--- config.mk ---
export PLATFORM = sky130hd
export DESIGN_NAME = rftfc_codec
export DESIGN_NICKNAME = d
export VERILOG_FILES = /design/src/pkg/rftfc_pkg.sv /design/src/rftfc_codec.sv /design/src/rftfc_crc16.sv
export SDC_FILE = /design/constraint.sdc
export NUM_CORES = 1
export LEC_CHECK = 0
export BUFFER_PORTS_ARGS = -buffer_cell sky130_fd_sc_hd__buf_4
export CORE_MARGIN = 3
export CORE_UTILIZATION = 61
export DETAILED_ROUTE_END_ITERATION = 6
export HOLD_SLACK_MARGIN = 0.03
export MAX_ROUTING_LAYER = met4
export PLACE_DENSITY = 0.9
export SETUP_SLACK_MARGIN = 0.2
export SLEW_MARGIN = 20
export SYNTH_ARGS = -nofsm -noshare
export SYNTH_HDL_FRONTEND = slang
export SYNTH_SLANG_ARGS = --single-unit
--- constraint.sdc ---
create_clock -name REF_CLK -period 5.9 [get_ports REF_CLK]
set_clock_uncertainty 0.05 [all_clocks]
set_input_delay 1.18 -clock REF_CLK [delete_from_list [all_inputs] [get_ports REF_CLK]]
set_output_delay 1.18 -clock REF_CLK [all_outputs]
set_load 0.01 [all_outputs]
--- src/pkg/rftfc_pkg.sv ---
// rftfc_pkg: constants, register map, flag positions and types of the flags codec
// assumes: included before the codec sources; nothing is imported, users write rftfc_pkg::name
package rftfc_pkg;

  // apb register byte offsets
  localparam logic [7:0]  OFF_CTRL        = 8'h00;
  localparam logic [7:0]  OFF_STATUS      = 8'h04;
  localparam logic [7:0]  OFF_REQ         = 8'h08;
  localparam logic [7:0]  OFF_DECODE      = 8'h0C;
  localparam logic [7:0]  OFF_RESP        = 8'h10;
  localparam logic [7:0]  OFF_CRC         = 8'h14;

  // flags byte width; flag bit 1 sits at index 0
  localparam int unsigned FLAGS_W         = 8;
  localparam int unsigned FLG_SUBCARRIER  = 0;
  localparam int unsigned FLG_DATA_RATE   = 1;
  localparam int unsigned FLG_INVENTORY   = 2;
  localparam int unsigned FLG_EXTENSION   = 3;
  localparam int unsigned FLG_SELECT_AFI  = 4;
  localparam int unsigned FLG_ADDR_SLOTS  = 5;
  localparam int unsigned FLG_OPTION      = 6;
  localparam int unsigned RSP_ERROR       = 0;
  localparam int unsigned RSP_EXTENSION   = 3;

  // ctrl register fields
  localparam int unsigned CTRL_RX_EN      = 0;
  localparam int unsigned CTRL_FORCE_ERR  = 1;
  localparam int unsigned CTRL_TX_GO      = 2;

  // status register fields
  localparam int unsigned ST_FRAME_VALID  = 0;
  localparam int unsigned ST_CRC_ERR      = 1;
  localparam int unsigned ST_IN_FRAME     = 2;
  localparam int unsigned ST_TX_BUSY      = 3;
  localparam int unsigned ST_CONFLICT     = 4;
  localparam int unsigned ST_BYTES_LSB    = 8;

  // decode register fields
  localparam int unsigned DEC_SLOTS_LSB   = 16;

  // crc-16 of iso/iec 13239, reflected, lsb first
  localparam logic [15:0] CRC_INIT        = 16'hFFFF;
  localparam logic [15:0] CRC_POLY        = 16'h8408;
  localparam logic [15:0] CRC_RESIDUE     = 16'hF0B8;

  // slot counts and frame limits
  localparam logic [4:0]  SLOTS_MANY      = 5'h10;
  localparam logic [4:0]  SLOTS_ONE       = 5'h01;
  localparam logic [7:0]  MIN_FRAME_BYTES = 8'h04;
  localparam logic [7:0]  BYTES_MAX       = 8'hFF;
  localparam logic [2:0]  LAST_BIT        = 3'h7;
  localparam logic [7:0]  CMD_SYSINFO_DEF = 8'h2B;

  // receive and transmit states
  typedef enum logic [0:0] {
    RX_IDLE  = 1'b0,
    RX_FRAME = 1'b1
  } rftfc_rx_type;

  typedef enum logic [0:0] {
    TX_IDLE = 1'b0,
    TX_SEND = 1'b1
  } rftfc_tx_type;

  // decoded request flags
  typedef struct packed {
    logic       dual_sub;
    logic       high_rate;
    logic       inventory;
    logic       extension;
    logic       need_selected;
    logic       uid_present;
    logic       option;
    logic       afi_present;
    logic       single_slot;
    logic       rich_sysinfo;
    logic [4:0] slots;
  } rftfc_decode_type;

endpackage

--- src/rftfc_codec.sv ---
// rftfc_codec: request flags decoder and response flags builder with apb registers
// assumes: a demodulator delivers sof, eof and bits lsb first; a modulator takes tx bits on TX_READY
//
// The address map and register access over APB were decided locally.
`timescale 1ns/10ps
`default_nettype none

module rftfc_codec #(
  parameter logic [7:0] CMD_SYSINFO = rftfc_pkg::CMD_SYSINFO_DEF
) (
  // clock and reset
  input  wire logic        REF_CLK,
  input  wire logic        RESET_N,
  // apb slave
  input  wire logic        PSEL,
  input  wire logic        PENABLE,
  input  wire logic        PWRITE,
  input  wire logic [7:0]  PADDR,
  input  wire logic [31:0] PWDATA,
  output logic [31:0]      PRDATA,
  output logic             PREADY,
  output logic             PSLVERR,
  // receive bit stream
  input  wire logic        RX_SOF,
  input  wire logic        RX_EOF,
  input  wire logic        RX_BIT_VALID,
  input  wire logic        RX_BIT,
  // transmit bit stream
  input  wire logic        TX_START,
  input  wire logic        TX_ERROR,
  input  wire logic        TX_READY,
  output logic             TX_BIT,
  output logic             TX_BIT_VALID,
  output logic             TX_DONE,
  // decoded request for the tag logic
  output logic             FRAME_VALID,
  output logic             RESP_DUAL_SUBCARRIER,
  output logic             RESP_HIGH_RATE,
  output logic             NEED_SELECTED,
  output logic             UID_PRESENT,
  output logic             AFI_PRESENT,
  output logic             SINGLE_SLOT,
  output logic             RICH_SYSINFO
);

  typedef struct packed {
    rftfc_pkg::rftfc_rx_type     rx;
    logic [7:0]                  shreg;
    logic [2:0]                  bitcnt;
    logic [7:0]                  bytecnt;
    logic [7:0]                  req;
    logic [7:0]                  cmd;
    rftfc_pkg::rftfc_decode_type dec;
    logic                        frame_valid;
    logic                        crc_err;
    logic                        conflict;
    logic                        rx_en;
    logic                        force_err;
    rftfc_pkg::rftfc_tx_type     tx;
    logic [7:0]                  resp;
    logic [7:0]                  txsh;
    logic [2:0]                  txcnt;
    logic                        tx_bit;
    logic                        tx_valid;
    logic                        tx_done;
    logic [31:0]                 prdata;
  } rftfc_codec_state_type;

  rftfc_codec_state_type state;
  rftfc_codec_state_type next_state;

  logic [15:0] rx_crc;
  logic [15:0] tx_crc;
  logic        rx_take;
  logic        tx_take;
  logic        tx_go;
  logic        apb_write;
  logic        apb_setup;
  logic        mapped;
  logic        wr_ctrl;
  logic        wr_status;
  logic [7:0]  rx_byte;
  logic [31:0] rd_data;

  // bus qualifiers; slave never stalls, so every access phase completes
  assign apb_setup = PSEL & ~PENABLE;
  assign apb_write = PSEL & PENABLE & PWRITE;
  assign mapped    = (PADDR == rftfc_pkg::OFF_CTRL)   | (PADDR == rftfc_pkg::OFF_STATUS) |
                     (PADDR == rftfc_pkg::OFF_REQ)    | (PADDR == rftfc_pkg::OFF_DECODE) |
                     (PADDR == rftfc_pkg::OFF_RESP)   | (PADDR == rftfc_pkg::OFF_CRC);
  assign wr_ctrl   = apb_write & (PADDR == rftfc_pkg::OFF_CTRL);
  assign wr_status = apb_write & (PADDR == rftfc_pkg::OFF_STATUS);

  // stream qualifiers
  assign rx_take = (state.rx == rftfc_pkg::RX_FRAME) & RX_BIT_VALID & ~RX_SOF & ~RX_EOF;
  assign tx_take = (state.tx == rftfc_pkg::TX_SEND) & state.tx_valid & TX_READY;
  assign tx_go   = (state.tx == rftfc_pkg::TX_IDLE) & (TX_START | (wr_ctrl & PWDATA[rftfc_pkg::CTRL_TX_GO]));
  // lsb first: newest bit enters at the top
  assign rx_byte = {RX_BIT, state.shreg[7:1]};

  // receive checksum: cleared to ones at each start of frame
  rftfc_crc16 u_rx_crc (
    .clk      (REF_CLK),
    .rst_n    (RESET_N),
    .clear    (RX_SOF),
    .enable   (rx_take),
    .data_bit (RX_BIT),
    .crc      (rx_crc)
  );

  // response checksum runs over the flags byte as it is sent
  rftfc_crc16 u_tx_crc (
    .clk      (REF_CLK),
    .rst_n    (RESET_N),
    .clear    (tx_go),
    .enable   (tx_take),
    .data_bit (state.tx_bit),
    .crc      (tx_crc)
  );

  // read mux, latched in the setup cycle so PRDATA stands as a flop in the access phase
  always_comb begin
    rd_data = 32'h0000_0000;
    unique case (PADDR)
      rftfc_pkg::OFF_CTRL: begin
        rd_data[rftfc_pkg::CTRL_RX_EN]     = state.rx_en;
        rd_data[rftfc_pkg::CTRL_FORCE_ERR] = state.force_err;
      end
      rftfc_pkg::OFF_STATUS: begin
        rd_data[rftfc_pkg::ST_FRAME_VALID] = state.frame_valid;
        rd_data[rftfc_pkg::ST_CRC_ERR]     = state.crc_err;
        rd_data[rftfc_pkg::ST_IN_FRAME]    = (state.rx == rftfc_pkg::RX_FRAME);
        rd_data[rftfc_pkg::ST_TX_BUSY]     = (state.tx == rftfc_pkg::TX_SEND);
        rd_data[rftfc_pkg::ST_CONFLICT]    = state.conflict;
        rd_data[rftfc_pkg::ST_BYTES_LSB +: 8] = state.bytecnt;
      end
      rftfc_pkg::OFF_REQ: begin
        rd_data[15:0] = {state.cmd, state.req};
      end
      rftfc_pkg::OFF_DECODE: begin
        rd_data[9:0] = {state.dec.rich_sysinfo, state.dec.single_slot, state.dec.afi_present,
                        state.dec.option, state.dec.uid_present, state.dec.need_selected,
                        state.dec.extension, state.dec.inventory, state.dec.high_rate,
                        state.dec.dual_sub};
        rd_data[rftfc_pkg::DEC_SLOTS_LSB +: 5] = state.dec.slots;
      end
      rftfc_pkg::OFF_RESP: begin
        rd_data[7:0] = state.resp;
      end
      rftfc_pkg::OFF_CRC: begin
        rd_data = {tx_crc, rx_crc};
      end
      default: begin
        rd_data = 32'h0000_0000;
      end
    endcase
  end

  // next state of the whole codec
  always_comb begin
    next_state         = state;
    next_state.tx_done = 1'b0;

    // apb read capture and control writes
    if (apb_setup) begin
      next_state.prdata = rd_data;
    end
    if (wr_ctrl) begin
      next_state.rx_en     = PWDATA[rftfc_pkg::CTRL_RX_EN];
      next_state.force_err = PWDATA[rftfc_pkg::CTRL_FORCE_ERR];
    end
    // write one to clear; hardware sets below win in the same cycle
    if (wr_status) begin
      if (PWDATA[rftfc_pkg::ST_FRAME_VALID]) begin
        next_state.frame_valid = 1'b0;
      end
      if (PWDATA[rftfc_pkg::ST_CRC_ERR]) begin
        next_state.crc_err = 1'b0;
      end
      if (PWDATA[rftfc_pkg::ST_CONFLICT]) begin
        next_state.conflict = 1'b0;
      end
    end

    // receive framing
    unique case (state.rx)
      rftfc_pkg::RX_IDLE: begin
        if (RX_SOF & state.rx_en) begin
          next_state.rx      = rftfc_pkg::RX_FRAME;
          next_state.bitcnt  = 3'h0;
          next_state.bytecnt = 8'h00;
          next_state.shreg   = 8'h00;
        end
      end
      rftfc_pkg::RX_FRAME: begin
        if (RX_SOF) begin
          // a fresh start of frame restarts byte alignment
          next_state.bitcnt  = 3'h0;
          next_state.bytecnt = 8'h00;
          next_state.shreg   = 8'h00;
        end else if (RX_EOF) begin
          next_state.rx = rftfc_pkg::RX_IDLE;
          // residue check over data and checksum
          if ((rx_crc == rftfc_pkg::CRC_RESIDUE) && (state.bitcnt == 3'h0) &&
              (state.bytecnt >= rftfc_pkg::MIN_FRAME_BYTES)) begin
            next_state.frame_valid = 1'b1;
          end else begin
            next_state.crc_err = 1'b1;
          end
        end else if (rx_take) begin
          next_state.shreg  = rx_byte;
          next_state.bitcnt = state.bitcnt + 3'h1;
          if (state.bitcnt == rftfc_pkg::LAST_BIT) begin
            if (state.bytecnt != rftfc_pkg::BYTES_MAX) begin
              next_state.bytecnt = state.bytecnt + 8'h01;
            end
            // first byte after start of frame is the flags field
            if (state.bytecnt == 8'h00) begin
              next_state.req = rx_byte;
              // flag bit 1 is index 0
              next_state.dec.dual_sub    = rx_byte[rftfc_pkg::FLG_SUBCARRIER];
              next_state.dec.high_rate   = rx_byte[rftfc_pkg::FLG_DATA_RATE];
              next_state.dec.inventory   = rx_byte[rftfc_pkg::FLG_INVENTORY];
              next_state.dec.extension   = rx_byte[rftfc_pkg::FLG_EXTENSION];
              next_state.dec.option      = rx_byte[rftfc_pkg::FLG_OPTION];
              next_state.dec.rich_sysinfo = 1'b0;
              // upper bits meaning follows bit 3
              if (rx_byte[rftfc_pkg::FLG_INVENTORY]) begin
                next_state.dec.afi_present   = rx_byte[rftfc_pkg::FLG_SELECT_AFI];
                next_state.dec.single_slot   = rx_byte[rftfc_pkg::FLG_ADDR_SLOTS];
                next_state.dec.slots         = rx_byte[rftfc_pkg::FLG_ADDR_SLOTS] ?
                                               rftfc_pkg::SLOTS_ONE : rftfc_pkg::SLOTS_MANY;
                next_state.dec.need_selected = 1'b0;
                next_state.dec.uid_present   = 1'b0;
              end else begin
                next_state.dec.need_selected = rx_byte[rftfc_pkg::FLG_SELECT_AFI];
                next_state.dec.uid_present   = rx_byte[rftfc_pkg::FLG_ADDR_SLOTS];
                next_state.dec.afi_present   = 1'b0;
                next_state.dec.single_slot   = 1'b0;
                next_state.dec.slots         = 5'h00;
                // reader must not combine select and addressing
                if (rx_byte[rftfc_pkg::FLG_SELECT_AFI] & rx_byte[rftfc_pkg::FLG_ADDR_SLOTS]) begin
                  next_state.conflict = 1'b1;
                end
              end
            end else if (state.bytecnt == 8'h01) begin
              next_state.cmd = rx_byte;
              next_state.dec.rich_sysinfo = state.dec.extension & (rx_byte == CMD_SYSINFO);
            end
          end
        end
      end
    endcase

    // transmit of the response flags byte
    unique case (state.tx)
      rftfc_pkg::TX_IDLE: begin
        if (tx_go) begin
          // error bit from the tag or software
          // extension and reserved bits stay zero
          next_state.resp = 8'h00;
          next_state.resp[rftfc_pkg::RSP_ERROR] = TX_ERROR | next_state.force_err;
          next_state.txsh     = next_state.resp;
          next_state.tx_bit   = TX_ERROR | next_state.force_err;
          next_state.tx_valid = 1'b1;
          next_state.txcnt    = 3'h0;
          next_state.tx       = rftfc_pkg::TX_SEND;
        end
      end
      rftfc_pkg::TX_SEND: begin
        if (tx_take) begin
          if (state.txcnt == rftfc_pkg::LAST_BIT) begin
            next_state.tx       = rftfc_pkg::TX_IDLE;
            next_state.tx_valid = 1'b0;
            next_state.tx_bit   = 1'b0;
            next_state.tx_done  = 1'b1;
          end else begin
            // next bit up goes out after the lsb
            next_state.txsh   = state.txsh >> 1;
            next_state.tx_bit = state.txsh[1];
            next_state.txcnt  = state.txcnt + 3'h1;
          end
        end
      end
    endcase
  end

  // register the whole state; receive is enabled from reset
  always_ff @(posedge REF_CLK or negedge RESET_N) begin
    if (!RESET_N) begin
      state       <= '0;
      state.rx_en <= 1'b1;
    end else begin
      state <= next_state;
    end
  end

  // outputs
  assign PRDATA               = state.prdata;
  assign PREADY               = 1'b1;
  assign PSLVERR              = PSEL & PENABLE & ~mapped;
  assign TX_BIT               = state.tx_bit;
  assign TX_BIT_VALID         = state.tx_valid;
  assign TX_DONE              = state.tx_done;
  assign FRAME_VALID          = state.frame_valid;
  assign RESP_DUAL_SUBCARRIER = state.dec.dual_sub;
  assign RESP_HIGH_RATE       = state.dec.high_rate;
  assign NEED_SELECTED        = state.dec.need_selected;
  assign UID_PRESENT          = state.dec.uid_present;
  assign AFI_PRESENT          = state.dec.afi_present;
  assign SINGLE_SLOT          = state.dec.single_slot;
  assign RICH_SYSINFO         = state.dec.rich_sysinfo;

endmodule

`default_nettype wire

--- src/rftfc_crc16.sv ---
// rftfc_crc16: bit-serial crc-16 register, one bit per enabled cycle, lsb first
// assumes: clear and enable come from the caller's clock domain; clear wins over enable
`timescale 1ns/10ps
`default_nettype none

module rftfc_crc16 (
  // clock and reset
  input  wire logic        clk,
  input  wire logic        rst_n,
  // bit stream
  input  wire logic        clear,
  input  wire logic        enable,
  input  wire logic        data_bit,
  // running value
  output logic [15:0]      crc
);

  typedef struct packed {
    logic [15:0] value;
  } rftfc_crc_state_type;

  rftfc_crc_state_type state;
  rftfc_crc_state_type next_state;
  logic                feedback;

  // next value: shift right, fold polynomial in on feedback
  always_comb begin
    next_state = state;
    feedback   = state.value[0] ^ data_bit;
    if (clear) begin
      next_state.value = rftfc_pkg::CRC_INIT;
    end else if (enable) begin
      next_state.value = (state.value >> 1) ^ (feedback ? rftfc_pkg::CRC_POLY : 16'h0000);
    end
  end

  // register
  always_ff @(posedge clk or negedge rst_n) begin
    if (!rst_n) begin
      state.value <= rftfc_pkg::CRC_INIT;
    end else begin
      state <= next_state;
    end
  end

  assign crc = state.value;

endmodule

`default_nettype wire

After elaboration in Yosys (flattened, before gate mapping)
Cells that the tools add are included.
W data, S select, Z words.
{"block": "op_classes", "reduce_logical": 17, "muxes": 59, "n_lt_le_gt_ge": 1, "n_addsub": 3, "eq_ne": 20, "bitwise_logic": 34}
{"cell": "$mux W50", "n": 2}
{"cell": "$mux W16", "n": 6}
{"cell": "$pmux W20 S2", "n": 1}
{"cell": "$mux W39", "n": 1}
{"cell": "$mux W8", "n": 4}
{"cell": "$xor A15 B16 Y16", "n": 2}
{"cell": "$pmux W13 S2", "n": 1}
{"cell": "$mux W11", "n": 2}
{"cell": "$mux W22", "n": 1}
{"cell": "$mux W1", "n": 20}
{"cell": "$mux W20", "n": 1}
{"cell": "$mux W19", "n": 1}
{"cell": "$pmux W6 S3", "n": 1}
{"cell": "$and A1 B1 Y1", "n": 16}
{"cell": "$eq A16 B16 Y1 const B", "n": 1}
{"cell": "$eq A8 B4 Y1 const B", "n": 2}
{"cell": "$eq A8 B5 Y1 const B", "n": 2}
{"cell": "$logic_not A8 Y1", "n": 2}
{"cell": "$mux W5", "n": 3}
{"cell": "$mux W14", "n": 1}
{"cell": "$pmux W2 S6", "n": 1}
{"cell": "$pmux W3 S4", "n": 1}
{"cell": "$reduce_and A6 Y1", "n": 2}
{"cell": "$pmux W5 S2", "n": 1}
{"cell": "other kinds (28)", "n": 59}
{"block": "word_totals", "wordCells": 166, "regBits": 136, "out_inout_bits": 45, "inputBits": 52}

Depth between registers and ports, before layout
Gate-level depths: netlist of run 1.
{"block": "logic_depth", "ltp_word": 12, "depth_mapped": 7}

Hierarchy
A second synthesis of run 1 with hierarchy kept.
{"block": "hier_totals", "hier_cells": 572, "area_unflattened_um2": 6287.3}
{"mod": "rftfc_codec", "cells_per_inst": 460, "seq_area_each_um2": 2303.5, "n_inst": 1, "area_per_inst_um2": 4805.9}
{"mod": "rftfc_crc16", "cells_per_inst": 56, "seq_area_each_um2": 420.4, "n_inst": 2, "area_per_inst_um2": 740.7}

Worst setup path after synthesis of run 1
Ideal clock, no wire load.
{"block": "synth_timing", "kind": "input port to output port", "startpoint": "input port PADDR[4]", "endpoint": "output port PSLVERR", "arrival_ps": 1922, "path_slack_ps": 2748, "path_stages": 4, "required_ps": 4670, "path_buffers": 1, "path_cell_list": "clkbuf_1 -> nand2_1 -> and3_1 -> nor2_1"}
{"block": "synth_via", "elab_chain_len": 8}
{"element": "start, declared", "line": "rftfc_codec.sv:18", "rtl": "input wire logic [7:0] PADDR,"}
{"element": "$eq A8 B3 Y1 or $logic_not A8 Y1 (tied branches)", "line": "rftfc_codec.sv:88", "rtl": "assign mapped = (PADDR == rftfc_pkg::OFF_CTRL) | (PADDR == rftfc_pkg::OFF_STATUS) |"}
{"element": "$or A1 B1 Y1 (2 in series)", "line": "rftfc_codec.sv:88"}
{"element": "$or A1 B1 Y1 (2 in series)", "line": "rftfc_codec.sv:89", "rtl": "(PADDR == rftfc_pkg::OFF_REQ) | (PADDR == rftfc_pkg::OFF_DECODE) |"}
{"element": "$or A1 B1 Y1 (*)", "line": "rftfc_codec.sv:90", "rtl": "(PADDR == rftfc_pkg::OFF_RESP) | (PADDR == rftfc_pkg::OFF_CRC);"}
{"element": "$not A1 Y1 (*)", "line": "rftfc_codec.sv:301", "rtl": "assign PSLVERR = PSEL & PENABLE & ~mapped;"}
{"element": "$and A1 B1 Y1 (*)", "line": "rftfc_codec.sv:301"}
{"element": "end, declared", "line": "rftfc_codec.sv:22", "rtl": "output logic PSLVERR,"}
Mark *: on every way between the ends. The rest lies on a longest branch, timed or not.

Worst setup path after layout of run 1
{"block": "layout_timing", "startpoint": "input port RX_SOF", "endpoint": "register state[81] (netlist bit)"}
{"block": "layout_via", "elab_chain_len": 4}
{"element": "start, declared", "line": "rftfc_codec.sv:24", "rtl": "input wire logic RX_SOF,"}
{"element": "$not A1 Y1 (no source line) (*)"}
{"element": "$and A1 B1 Y1 (2 in series)", "line": "rftfc_codec.sv:95", "rtl": "assign rx_take = (state.rx == rftfc_pkg::RX_FRAME) & RX_BIT_VALID & ~RX_SOF & ~RX_EOF;"}
{"element": "$reduce_and A7 Y1 (no source line) (*)"}
{"element": "end signal, assigned", "line": "rftfc_codec.sv:294", "rtl": "state <= next_state;"}
{"element": "end, declared", "line": "rftfc_codec.sv:69", "rtl": "rftfc_codec_state_type state;"}
Marks and branches as above.
A chain may end at the register's enable or synchronous reset.

==> reports/metrics.cfg, run 1 <==
[synth]
ys_warn_count = 0
synth_nets = 612
ys_seq_area_share_pct = 52.6
syn_area_um2 = 5970
ys_types = 59
synthFlopType = dfrtp_1
netlist.area_leader.share_pct = 38.1
synth_edf_count = 0
synthArstFlopShare_pct = 100
yosysTopAreaCell = dfrtp_1
syn_area_per_cell_um2 = 10.8
ys_seq_elements = 124
synthCells = 552
synthTopCellsByArea = dfrtp_1, dfstp_2, a22o_1, mux2_2, buf_4

[clock_tree]
cts_tree = done
clock_sinks = 124
htree_levels = 4
clock_latency_ns = 0.52
post-cts-setup-buffer-count = 0
hold_buffers = 0
cts_resized = 0
root_buffer = clkbuf_8
clock_path_buffers = 2
clk_pin_slew_worst_paths_ns = 0.06
cts_made_buffers = 17

[detailed_routing]
via_count = 4520
drt_pass1_iterations = 5
ant_nets = 0
wl_um = 14300
vias_per_cell = 6.30
drt-initial-drc-count = 485
route.detailed.wl_per_inst_um = 19.9
drcViolationCount = 0

[setup_path]
cp.required_ns = 6.25
critical_path.max_stage_delay_ns = 0.89
slowest_stage = and4bb_2
reg2reg_slack_ns = 2.82
critPathLaunchType = input port
cp.arrival_ns = 3.88
cp-end-kind = flop
cp_max_fo = 44
critPathBufInv = 1
path_delay_family = simple AND/OR/NAND/NOR gates
cp_cell_sequence = buf_4 -> and4bb_2 -> nand4_1 -> nor3b_2 -> mux2_2
critPathKind = in2reg

[finish]
multi_input_area_um2 = 2420
finalCoreUtilization_pct = 73.9
nNetsFinal = 636
drive_above_1_share_pct = 29.9
seq_area_um2 = 3140
n_fill_cell = 616
antennaDiodeCount = 0
design_area_um2 = 6920
syn_to_final_growth_pct = 15.9

[timing]
finalSetupViolations = 0
tightest_slew_ns = 0.958
fin_crit_sh_pct = 59.9
rsz0062_at_grt = no
finalSetupTns_ns = 0
final_max_slew_viol_count = 0
hold_viol_final = 0
min_period_ns = 3.53
fmax_mhz = 283
max_slew_margin_pct = 35.6

[die]
num_io_pins = 97
dieWidth_um = 105
fp.dieArea_um2 = 11000
core_area_um2 = 9370
fp-row-count = 35
dieHeight_um = 105
start_util_pct = 63.7

[global_routing]
grt_max_degree = 65
antenna_found_initial = 0
grt_overflow = 0
grt_first_pass_wirelength_um = 22900
grt_pass1_vias = 4344
grt.total_usage_pct = 27.1

[outcome]
status = finished clean

[placed_design]
gp_routability_congestion = 0.929
numPortBuffers = 67
post_dp_cell_area_um2 = 6280
place.detailed.hpwl_um = 9400

[power_and_ir_drop]
ir_drop_uv = 257
p_per_area_nw_per_um2 = 357
leakage_nw = 3.13

[job]
maxCapViolCount = 0

[worst_hold_path]
hold_class = reg2reg

==> layer usage <==
layer	GRT usage, %	wire, µm
met5	-	0
met4	8.43	284
met3	6.11	1170
met2	42.3	7020
met1	35.8	5800
==> state kept, by name, indices dropped and copies added, names as in the netlist <==
register	cells
PRDATA	32
u_rx_crc.crc	16
TX_BIT	1
TX_BIT_VALID	1
TX_DONE	1
rx_byte	7
FRAME_VALID	1
u_tx_crc.crc	16
UID_PRESENT	1
AFI_PRESENT	1
RICH_SYSINFO	1
NEED_SELECTED	1
state	45
==> where the power goes <==
group          internal, mW  switching, mW
Clock                 0.741          0.379
Combinational         0.124          0.178
Sequential            0.975         0.0732
==> stage by stage <==
step	std cells	hold slack (ns)	worst slack [ns]	power, mW
finish	718	0.428	2.37	2.47
global route	718	0.463	2.27	2.56
CTS	718	0.433	2.44	2.48
detailed placement	686	0.421	1.95	1.35
global placement	686	0.412	2.08	1.33
floorplan	552	0.401	2.75	1.26
==> kinds of logic after synthesis <==
logic type | synth area share, %
other | 0.0628
multiplexers | 6.43
XOR/XNOR | 0.880
AND/OR/NAND/NOR | 16.3
buffers and inverters | 6.81
flip-flops | 52.6
adder cells (fa/ha/maj) | 1.68
AO/OA/AOI/OAI | 15.2
==> layout by cell type (no fill, tap or decap), drive strengths merged, types with 3 or more instances in the layout <==
master / n
xor2: 3
inv: 9
or2: 6
nor2b: 17
nor2: 18
nand4b: 5
a31oi: 9
a32oi: 3
mux2i: 11
clkinv: 3
a22o: 30
xnor2: 3
nand3: 23
a32o: 4
o211ai: 3
a221oi: 4
or4: 3
nand2b: 7
buf: 70
a21oi: 7
o21ai: 31
bufinv: 5
and2: 5
nand2: 64
nand3b: 3
nand4: 6
mux2: 24
clkinvlp: 4
nor3: 6
dfstp: 33
a2bb2oi: 8
and3: 8
a211o: 11
nor4: 3
ha: 8
dfrtp: 91
nor3b: 4
clkbuf: 18
==> cell usage after synthesis, types with 7 or more instances <==
cell type	number
a31oi_1	9
buf_4	33
dfrtp_1	91
nor2b_1	17
dfstp_2	33
nand2_1	64
nor2_1	18
mux2i_1	11
mux2_2	23
nand3_1	23
inv_1	7
ha_1	8
clkbuf_1	25
nand2b_1	7
a211o_1	11
a21oi_1	7
a22o_1	30
a2bb2oi_1	8
o21ai_0	31
and3_1	8
==> tightest hold or removal path: cells and delay by family, from the launching register on <==
| kind | cells | cell delay, ns |
|---|---|---|
| and+or+nand+nor | 1 | 0.05 |
| DFF | 1 | 0.34 |
| AOI/OAI and AO/OA | 1 | 0.06 |
==> path summary, 6_finish.rpt <==
kind                                            start                endpoint  cells after the start
worst min-delay path            PRDATA[6]$_DFFE_PN0P_   PRDATA[6]$_DFFE_PN0P_                      2
worst max register to register   state[110]$_DFF_PN0_   state[81]$_DFFE_PN0P_                      4
worst max-delay path                           RX_SOF   state[81]$_DFFE_PN0P_                      5
max in group asynchronous                     RESET_N  rx_byte[5]$_DFFE_PN0P_                      2
worst min register to register  PRDATA[6]$_DFFE_PN0P_   PRDATA[6]$_DFFE_PN0P_                      2
min in group asynchronous                     RESET_N  PRDATA[14]$_DFFE_PN0P_                      1
==> layout make-up <==
type | count | area share, %
timing repair buffer | 70 | 7.59
multi-input combinational | 356 | 35.0
inverter | 7 | 0.379
sequential | 124 | 45.4
clock buffer | 18 | 6.18
tap | 129 | 2.33
clock inverter | 14 | 3.13
(Power assumes the default switching activity.)
==> run 2: changes to the inputs <==
--- a/config.mk
+++ b/config.mk
@@ -7,11 +7,11 @@
 export LEC_CHECK = 0
 export BUFFER_PORTS_ARGS = -buffer_cell sky130_fd_sc_hd__buf_4
 export CORE_MARGIN = 3
-export CORE_UTILIZATION = 61
+export CORE_UTILIZATION = 51
 export DETAILED_ROUTE_END_ITERATION = 6
 export HOLD_SLACK_MARGIN = 0.03
 export MAX_ROUTING_LAYER = met4
-export PLACE_DENSITY = 0.9
+export PLACE_DENSITY = 0.81
 export SETUP_SLACK_MARGIN = 0.2
 export SLEW_MARGIN = 20
 export SYNTH_ARGS = -nofsm -noshare
==> constraint.sdc (replaced) <==
create_clock -name REF_CLK -period 3 [get_ports REF_CLK]
set_clock_uncertainty 0.05 [all_clocks]
set_input_delay 0.6 -clock REF_CLK [delete_from_list [all_inputs] [get_ports REF_CLK]]
set_output_delay 0.6 -clock REF_CLK [all_outputs]
set_load 0.01 [all_outputs]
==> reports/metrics.cfg, run 2 (same netlist as run 1, synthesis figures left out) <==
[timing]
finalSetupViolations = 0
tightest_slew_ns = 0.678
max_slew_margin_pct = 54.8
fmax_mhz = 431
fin_crit_sh_pct = 77.3
final_max_slew_viol_count = 0
min_period_ns = 2.32
finalSetupTns_ns = 0
rsz0062_at_grt = no
hold_viol_final = 0

[global_routing]
grt_first_pass_wirelength_um = 23000
grt.total_usage_pct = 23.3
grt_overflow = 0
antenna_found_initial = 0
grt_max_degree = 54
grt_pass1_vias = 4480

[clock_tree]
clk_pin_slew_worst_paths_ns = 0.06
clock_latency_ns = 0.41
clock_path_buffers = 2
cts_tree = done
post-cts-setup-buffer-count = 0
clock_sinks = 124
cts_made_buffers = 17
hold_buffers = 0
root_buffer = clkbuf_16
htree_levels = 4
cts_resized = 0

[detailed_routing]
drcViolationCount = 0
wl_met2_um = 6820
ant_nets = 0
top_layer = met4
drt-initial-drc-count = 447
vias_per_cell = 6.13
wl_um = 14300
via_count = 4518
dr_wl_met3_um = 917
drt_pass1_iterations = 7
route.detailed.wl_per_inst_um = 19.4
drt-met1-wl_um = 6220

[finish]
final_common_cell = dfrtp_1
drive_above_1_share_pct = 30.8
largest_register = state
n_fill_cell = 847
syn_to_final_growth_pct = 17.2
largest_reg_flops = 45
antennaDiodeCount = 0
layout_common_cells = dfrtp_1, buf_4, nand2_1
nNetsFinal = 644

[setup_path]
critical_path.max_stage_delay_ns = 0.57
timing.critical_path.mode_cell = or4_4
cp.arrival_ns = 2.56
path_delay_family = simple AND/OR/NAND/NOR gates
critPathLaunchType = input port
cp-end-kind = flop
cp_cell_sequence = buf_4 -> or4_4 -> or4_4 -> a32o_1 -> mux2_4
cp.required_ns = 3.24
slowest_stage = or4_4
critPathKind = in2reg
critPathBufInv = 1
cp_max_fo = 20

[power_and_ir_drop]
p_per_area_nw_per_um2 = 690
p_switching_mw = 1.25
power_mw = 4.83
ir_drop_uv = 470
p_int_mw = 3.58
comb_power_share_pct = 12.4
seqPwrFrac_pct = 42.7
netSwitchingFraction_pct = 25.8
leakage_nw = 3.17
clkPwrFrac_pct = 44.8

[die]
core_area_um2 = 11100
dieHeight_um = 114
fp.dieArea_um2 = 13000
num_io_pins = 97
dieWidth_um = 114
fp-row-count = 38
start_util_pct = 53.7

[placed_design]
gp_routability_congestion = 0.880
place.detailed.hpwl_um = 9730
numPortBuffers = 67

[job]
maxCapViolCount = 0

[worst_hold_path]
hold_class = in2async

[outcome]
status = finished clean

run 2: cell count changes in the layout (fill, tap and decap cells not counted):
cell	previous run	this run
buf_12	0	1
buf_4	70	77
bufinv_16	5	4
clkbuf_16	16	17
clkbuf_8	2	1
clkinv_4	1	2
clkinvlp_4	4	5
inv_6	2	1
run 2: layout make-up:
type / instances / area (µm²) / share of cell area [%]
Sequential cell: 124 / 3140 / 44.9
Multi-Input combinational cell: 356 / 2420 / 34.6
Timing Repair Buffer: 78 / 598 / 8.54
Clock buffer: 18 / 439 / 6.27
Clock inverter: 14 / 194 / 2.77
Tap cell: 140 / 175 / 2.50
Inverter: 7 / 26.3 / 0.375
run 2: metrics by stage:
step	hold slack, ns	area [µm²]	instances	util, %	setup slack (ns)
2_1_floorplan	0.254	5970	552	-	0.548
3_3_place_gp	0.414	6370	705	57.2	0.295
3_5_place_dp	0.427	6370	705	57.2	0.263
4_1_cts	0.196	7000	737	62.9	0.690
5_1_grt	0.209	7000	737	62.9	0.608
6_report	0.186	7000	737	62.9	0.680
run 2: power by group through the flow:
stage / registers [mW] / clock network (mW) / logic (mW)
2_1_floorplan: 2.04 / 0 / 0.430
3_3_place_gp: 2.07 / 0 / 0.565
3_5_place_dp: 2.08 / 0 / 0.594
4_1_cts: 2.06 / 2.18 / 0.602
5_1_grt: 2.08 / 2.25 / 0.674
6_report: 2.06 / 2.16 / 0.601
run 2: path summary, 6_finish.rpt:
check                                      start                     endpoint  slack (ns)  cells after the start
min                                      RESET_N       PRDATA[10]$_DFFE_PN0P_        0.19                      1
max                                     PADDR[4]        state[35]$_DFFE_PN0P_        0.68                      5
max reg2reg                  state[54]$_DFF_PN0_        state[35]$_DFFE_PN0P_        0.79                      4
min in group REF_CLK                      RX_EOF         state[110]$_DFF_PN0_        0.36                      2
min reg2reg                PRDATA[3]$_DFFE_PN0P_        PRDATA[3]$_DFFE_PN0P_        0.43                      2
max in group asynchronous                RESET_N  u_rx_crc.crc[9]$_DFFE_PN1P_        1.90                      2
run 2: per-layer routing:
| layer | up-vias | track usage [%] |
|---|---|---|
| li1 | 2034 | - |
| met2 | 187 | 34.5 |
| met4 | 0 | 9.11 |
| met1 | 2268 | 31.7 |
| met3 | 29 | 4.81 |
| met5 | - | - |
==> run 3: changes to the inputs <==
--- a/config.mk
+++ b/config.mk
@@ -5,6 +5,7 @@
 export SDC_FILE = /design/constraint.sdc
 export NUM_CORES = 1
 export LEC_CHECK = 0
+export ABC_AREA = 1
 export BUFFER_PORTS_ARGS = -buffer_cell sky130_fd_sc_hd__buf_4
 export CORE_MARGIN = 3
 export CORE_UTILIZATION = 51
==> constraint.sdc (replaced) <==
create_clock -name REF_CLK -period 2.05 [get_ports REF_CLK]
set_clock_uncertainty 0.05 [all_clocks]
set_input_delay 0.41 -clock REF_CLK [delete_from_list [all_inputs] [get_ports REF_CLK]]
set_output_delay 0.41 -clock REF_CLK [all_outputs]
set_load 0.01 [all_outputs]
==> reports/metrics.cfg, run 3 <==
[synth]
syn_area_per_cell_um2 = 8.43
ys_types = 44
synthAdderAreaFrac_pct = 1.63
yosys.area_share.simple_pct = 24.1
synth-compound-area-share_pct = 11.9
synthMuxAreaShare_pct = 0.183
ys_seq_area_share_pct = 51.1
synthArstFlopShare_pct = 100
synthCells = 730
synth_xor_xnor_area_share_pct = 0.427
synthTopCellsByCount = nand2_1, dfrtp_1, o21ai_0
synth_top_family_by_area = simple AND/OR/NAND/NOR gates
ys_warn_count = 0
yosysTopAreaCell = dfrtp_1
netlist.area_leader.share_pct = 37.0
synth_most_common_cell = nand2_1
synth_nets = 790
ys_seq_elements = 124
synth_edf_count = 0
synthTopCellsByArea = dfrtp_1, dfstp_2, nand2_1, o21ai_0, buf_4
synthFlopType = dfrtp_1
syn_area_um2 = 6160

[finish]
largest_reg_flops = 45
antennaDiodeCount = 0
syn_to_final_growth_pct = 18.2
largest_register = state
layout_common_cells = nand2_1, dfrtp_1, buf_4
finalCoreUtilization_pct = 62.6
final_common_cell = nand2_1
n_fill_cell = 921
nNetsFinal = 844
drive_above_1_share_pct = 25.2

[detailed_routing]
vias_per_cell = 5.52
route.detailed.wl_per_inst_um = 15.9
via_count = 5193
drt-initial-drc-count = 498
ant_nets = 0
wl_um = 15000
drt_pass1_iterations = 7
drcViolationCount = 0

[die]
fp.dieArea_um2 = 13400
start_util_pct = 53.0
dieHeight_um = 116
core_area_um2 = 11600
dieWidth_um = 116
num_io_pins = 97
fp-row-count = 39

[placed_design]
numPortBuffers = 67
gp_routability_congestion = 0.903
place_ws_ns = 0.121
place.detailed.hpwl_um = 10600

[job]
maxCapViolCount = 0

[global_routing]
use_met2_pct = 37.3
grt.total_usage_pct = 23.9
grt_max_degree = 38
met1_usage_pct = 30.6
met3_usage_pct = 6.11
busiest_layer = met2
grt_overflow = 0
grt_pass1_vias = 4968
grt_first_pass_wirelength_um = 24400
antenna_found_initial = 0

[power_and_ir_drop]
p_int_mw = 4.49
leakage_nw = 3.70
clkPwrFrac_pct = 44.9
comb_power_share_pct = 10.7
seqPwrFrac_pct = 44.4
netSwitchingFraction_pct = 27.6
ir_drop_uv = 731
p_per_area_nw_per_um2 = 852
p_switching_mw = 1.71

[timing]
finalSetupTns_ns = 0
hold_viol_final = 0
finalSetupViolations = 0
final_max_slew_viol_count = 0
min_period_ns = 1.76
fmax_mhz = 567
fin_ws_ns = 0.288
fin_crit_sh_pct = 86.0
rsz0062_at_grt = no

[setup_path]
cp-end-kind = flop
critPathLaunchType = flop
cp_max_fo = 10
cp.arrival_ns = 2.05
critPathKind = reg2reg
cp.required_ns = 2.33

[clock_tree]
root_buffer = clkbuf_16
htree_levels = 4
clk_pin_slew_worst_paths_ns = 0.06
cts_made_buffers = 17
clock_latency_ns = 0.42
cts_tree = done
clock_sinks = 124
clock_path_buffers = 2

[outcome]
status = finished clean

[worst_hold_path]
hold_class = in2reg

run 3: cell types whose count changed after synthesis, moves of 12 or more:
cell | before | now
a22o_1 | 30 | 0
nor2b_1 | 17 | 0
nand2_1 | 64 | 222
o31ai_1 | 0 | 12
nand3_1 | 23 | 49
mux2_2 | 23 | 1
o21ai_0 | 31 | 71
inv_1 | 7 | 65
clkbuf_1 | 25 | 13
run 3: final timing paths:
check	startpoint	slack, ns	depth (start not counted)	end
worst max-delay path	state[99]$_DFFE_PN0P_	0.29	6	state[98]$_DFFE_PN0P_
worst min-delay path	PWDATA[0]	0.19	2	state[56]$_DFFE_PN1N_
worst max register to register	state[99]$_DFFE_PN0P_	0.29	6	state[98]$_DFFE_PN0P_
worst min register to register	state[44]$_DFFE_PN0P_	0.42	2	state[44]$_DFFE_PN0P_
max in group asynchronous	RESET_N	0.87	3	u_rx_crc.crc[11]$_DFFE_PN1P_
min in group asynchronous	RESET_N	0.44	2	state[55]$_DFF_PN0_
run 3: timing repair:
item	CTS	global route
hold buffers	1	0
pin swaps	0	1
resized for setup	2	6
hold endpoints to repair	19	0
buffers inserted	0	1
setup endpoints to repair	1	1
run 3: metrics by stage:
step           hold slack [ns]  cell area (µm²)  instances  total power [mW]
2_1_floorplan           0.0644             6160        730              3.15
3_3_place_gp             0.334             6680        906              3.38
3_5_place_dp             0.344             6680        906              3.42
4_1_cts                  0.191             7250        939              6.20
5_1_grt                  0.197             7270        940              6.44
6_report                 0.195             7270        940              6.19
run 3: final cells by class:
type	instances	area (µm²)	area share, %
sequential	124	3140	43.2
timing repair buffer	93	726	9.98
clock buffer	18	429	5.90
clock inverter	14	124	1.70
inverter	75	287	3.94
tap	143	179	2.46
multi-input combinational	473	2380	32.8
run 3: critical path, stage by stage (launching register included):
cell	delay (ns)
dfrtp_1	0.38
ha_1	0.20
ha_1	0.21
buf_4	0.17
o211ai_2	0.43
nand2_1	0.12
o21ai_1	0.12
run 3: logic make-up (layout without fill, tap and decap cells):
logic type,after synthesis,after routing
XOR/XNOR,3,3
multiplexers,1,1
other,1,1
AO/OA/AOI/OAI,125,125
AND/OR/NAND/NOR,335,335
flip-flops,124,124
adder cells (fa/ha/maj),8,8
buffers and inverters,133,200
run 3: metal layers:
| layer | wire, µm | up-vias |
|---|---|---|
| li1 | - | 2457 |
| met1 | 6440 | 2483 |
| met2 | 7080 | 212 |
| met3 | 1030 | 41 |
| met4 | 403 | 0 |
| met5 | 0 | - |
run 3: power groups by stage:
stage	clock network (mW)	registers [mW]	logic (mW)
floorplan	0	2.74	0.406
global placement	0	2.77	0.616
detailed placement	0	2.78	0.636
CTS	2.80	2.75	0.653
global route	2.94	2.76	0.735
finish	2.78	2.75	0.663
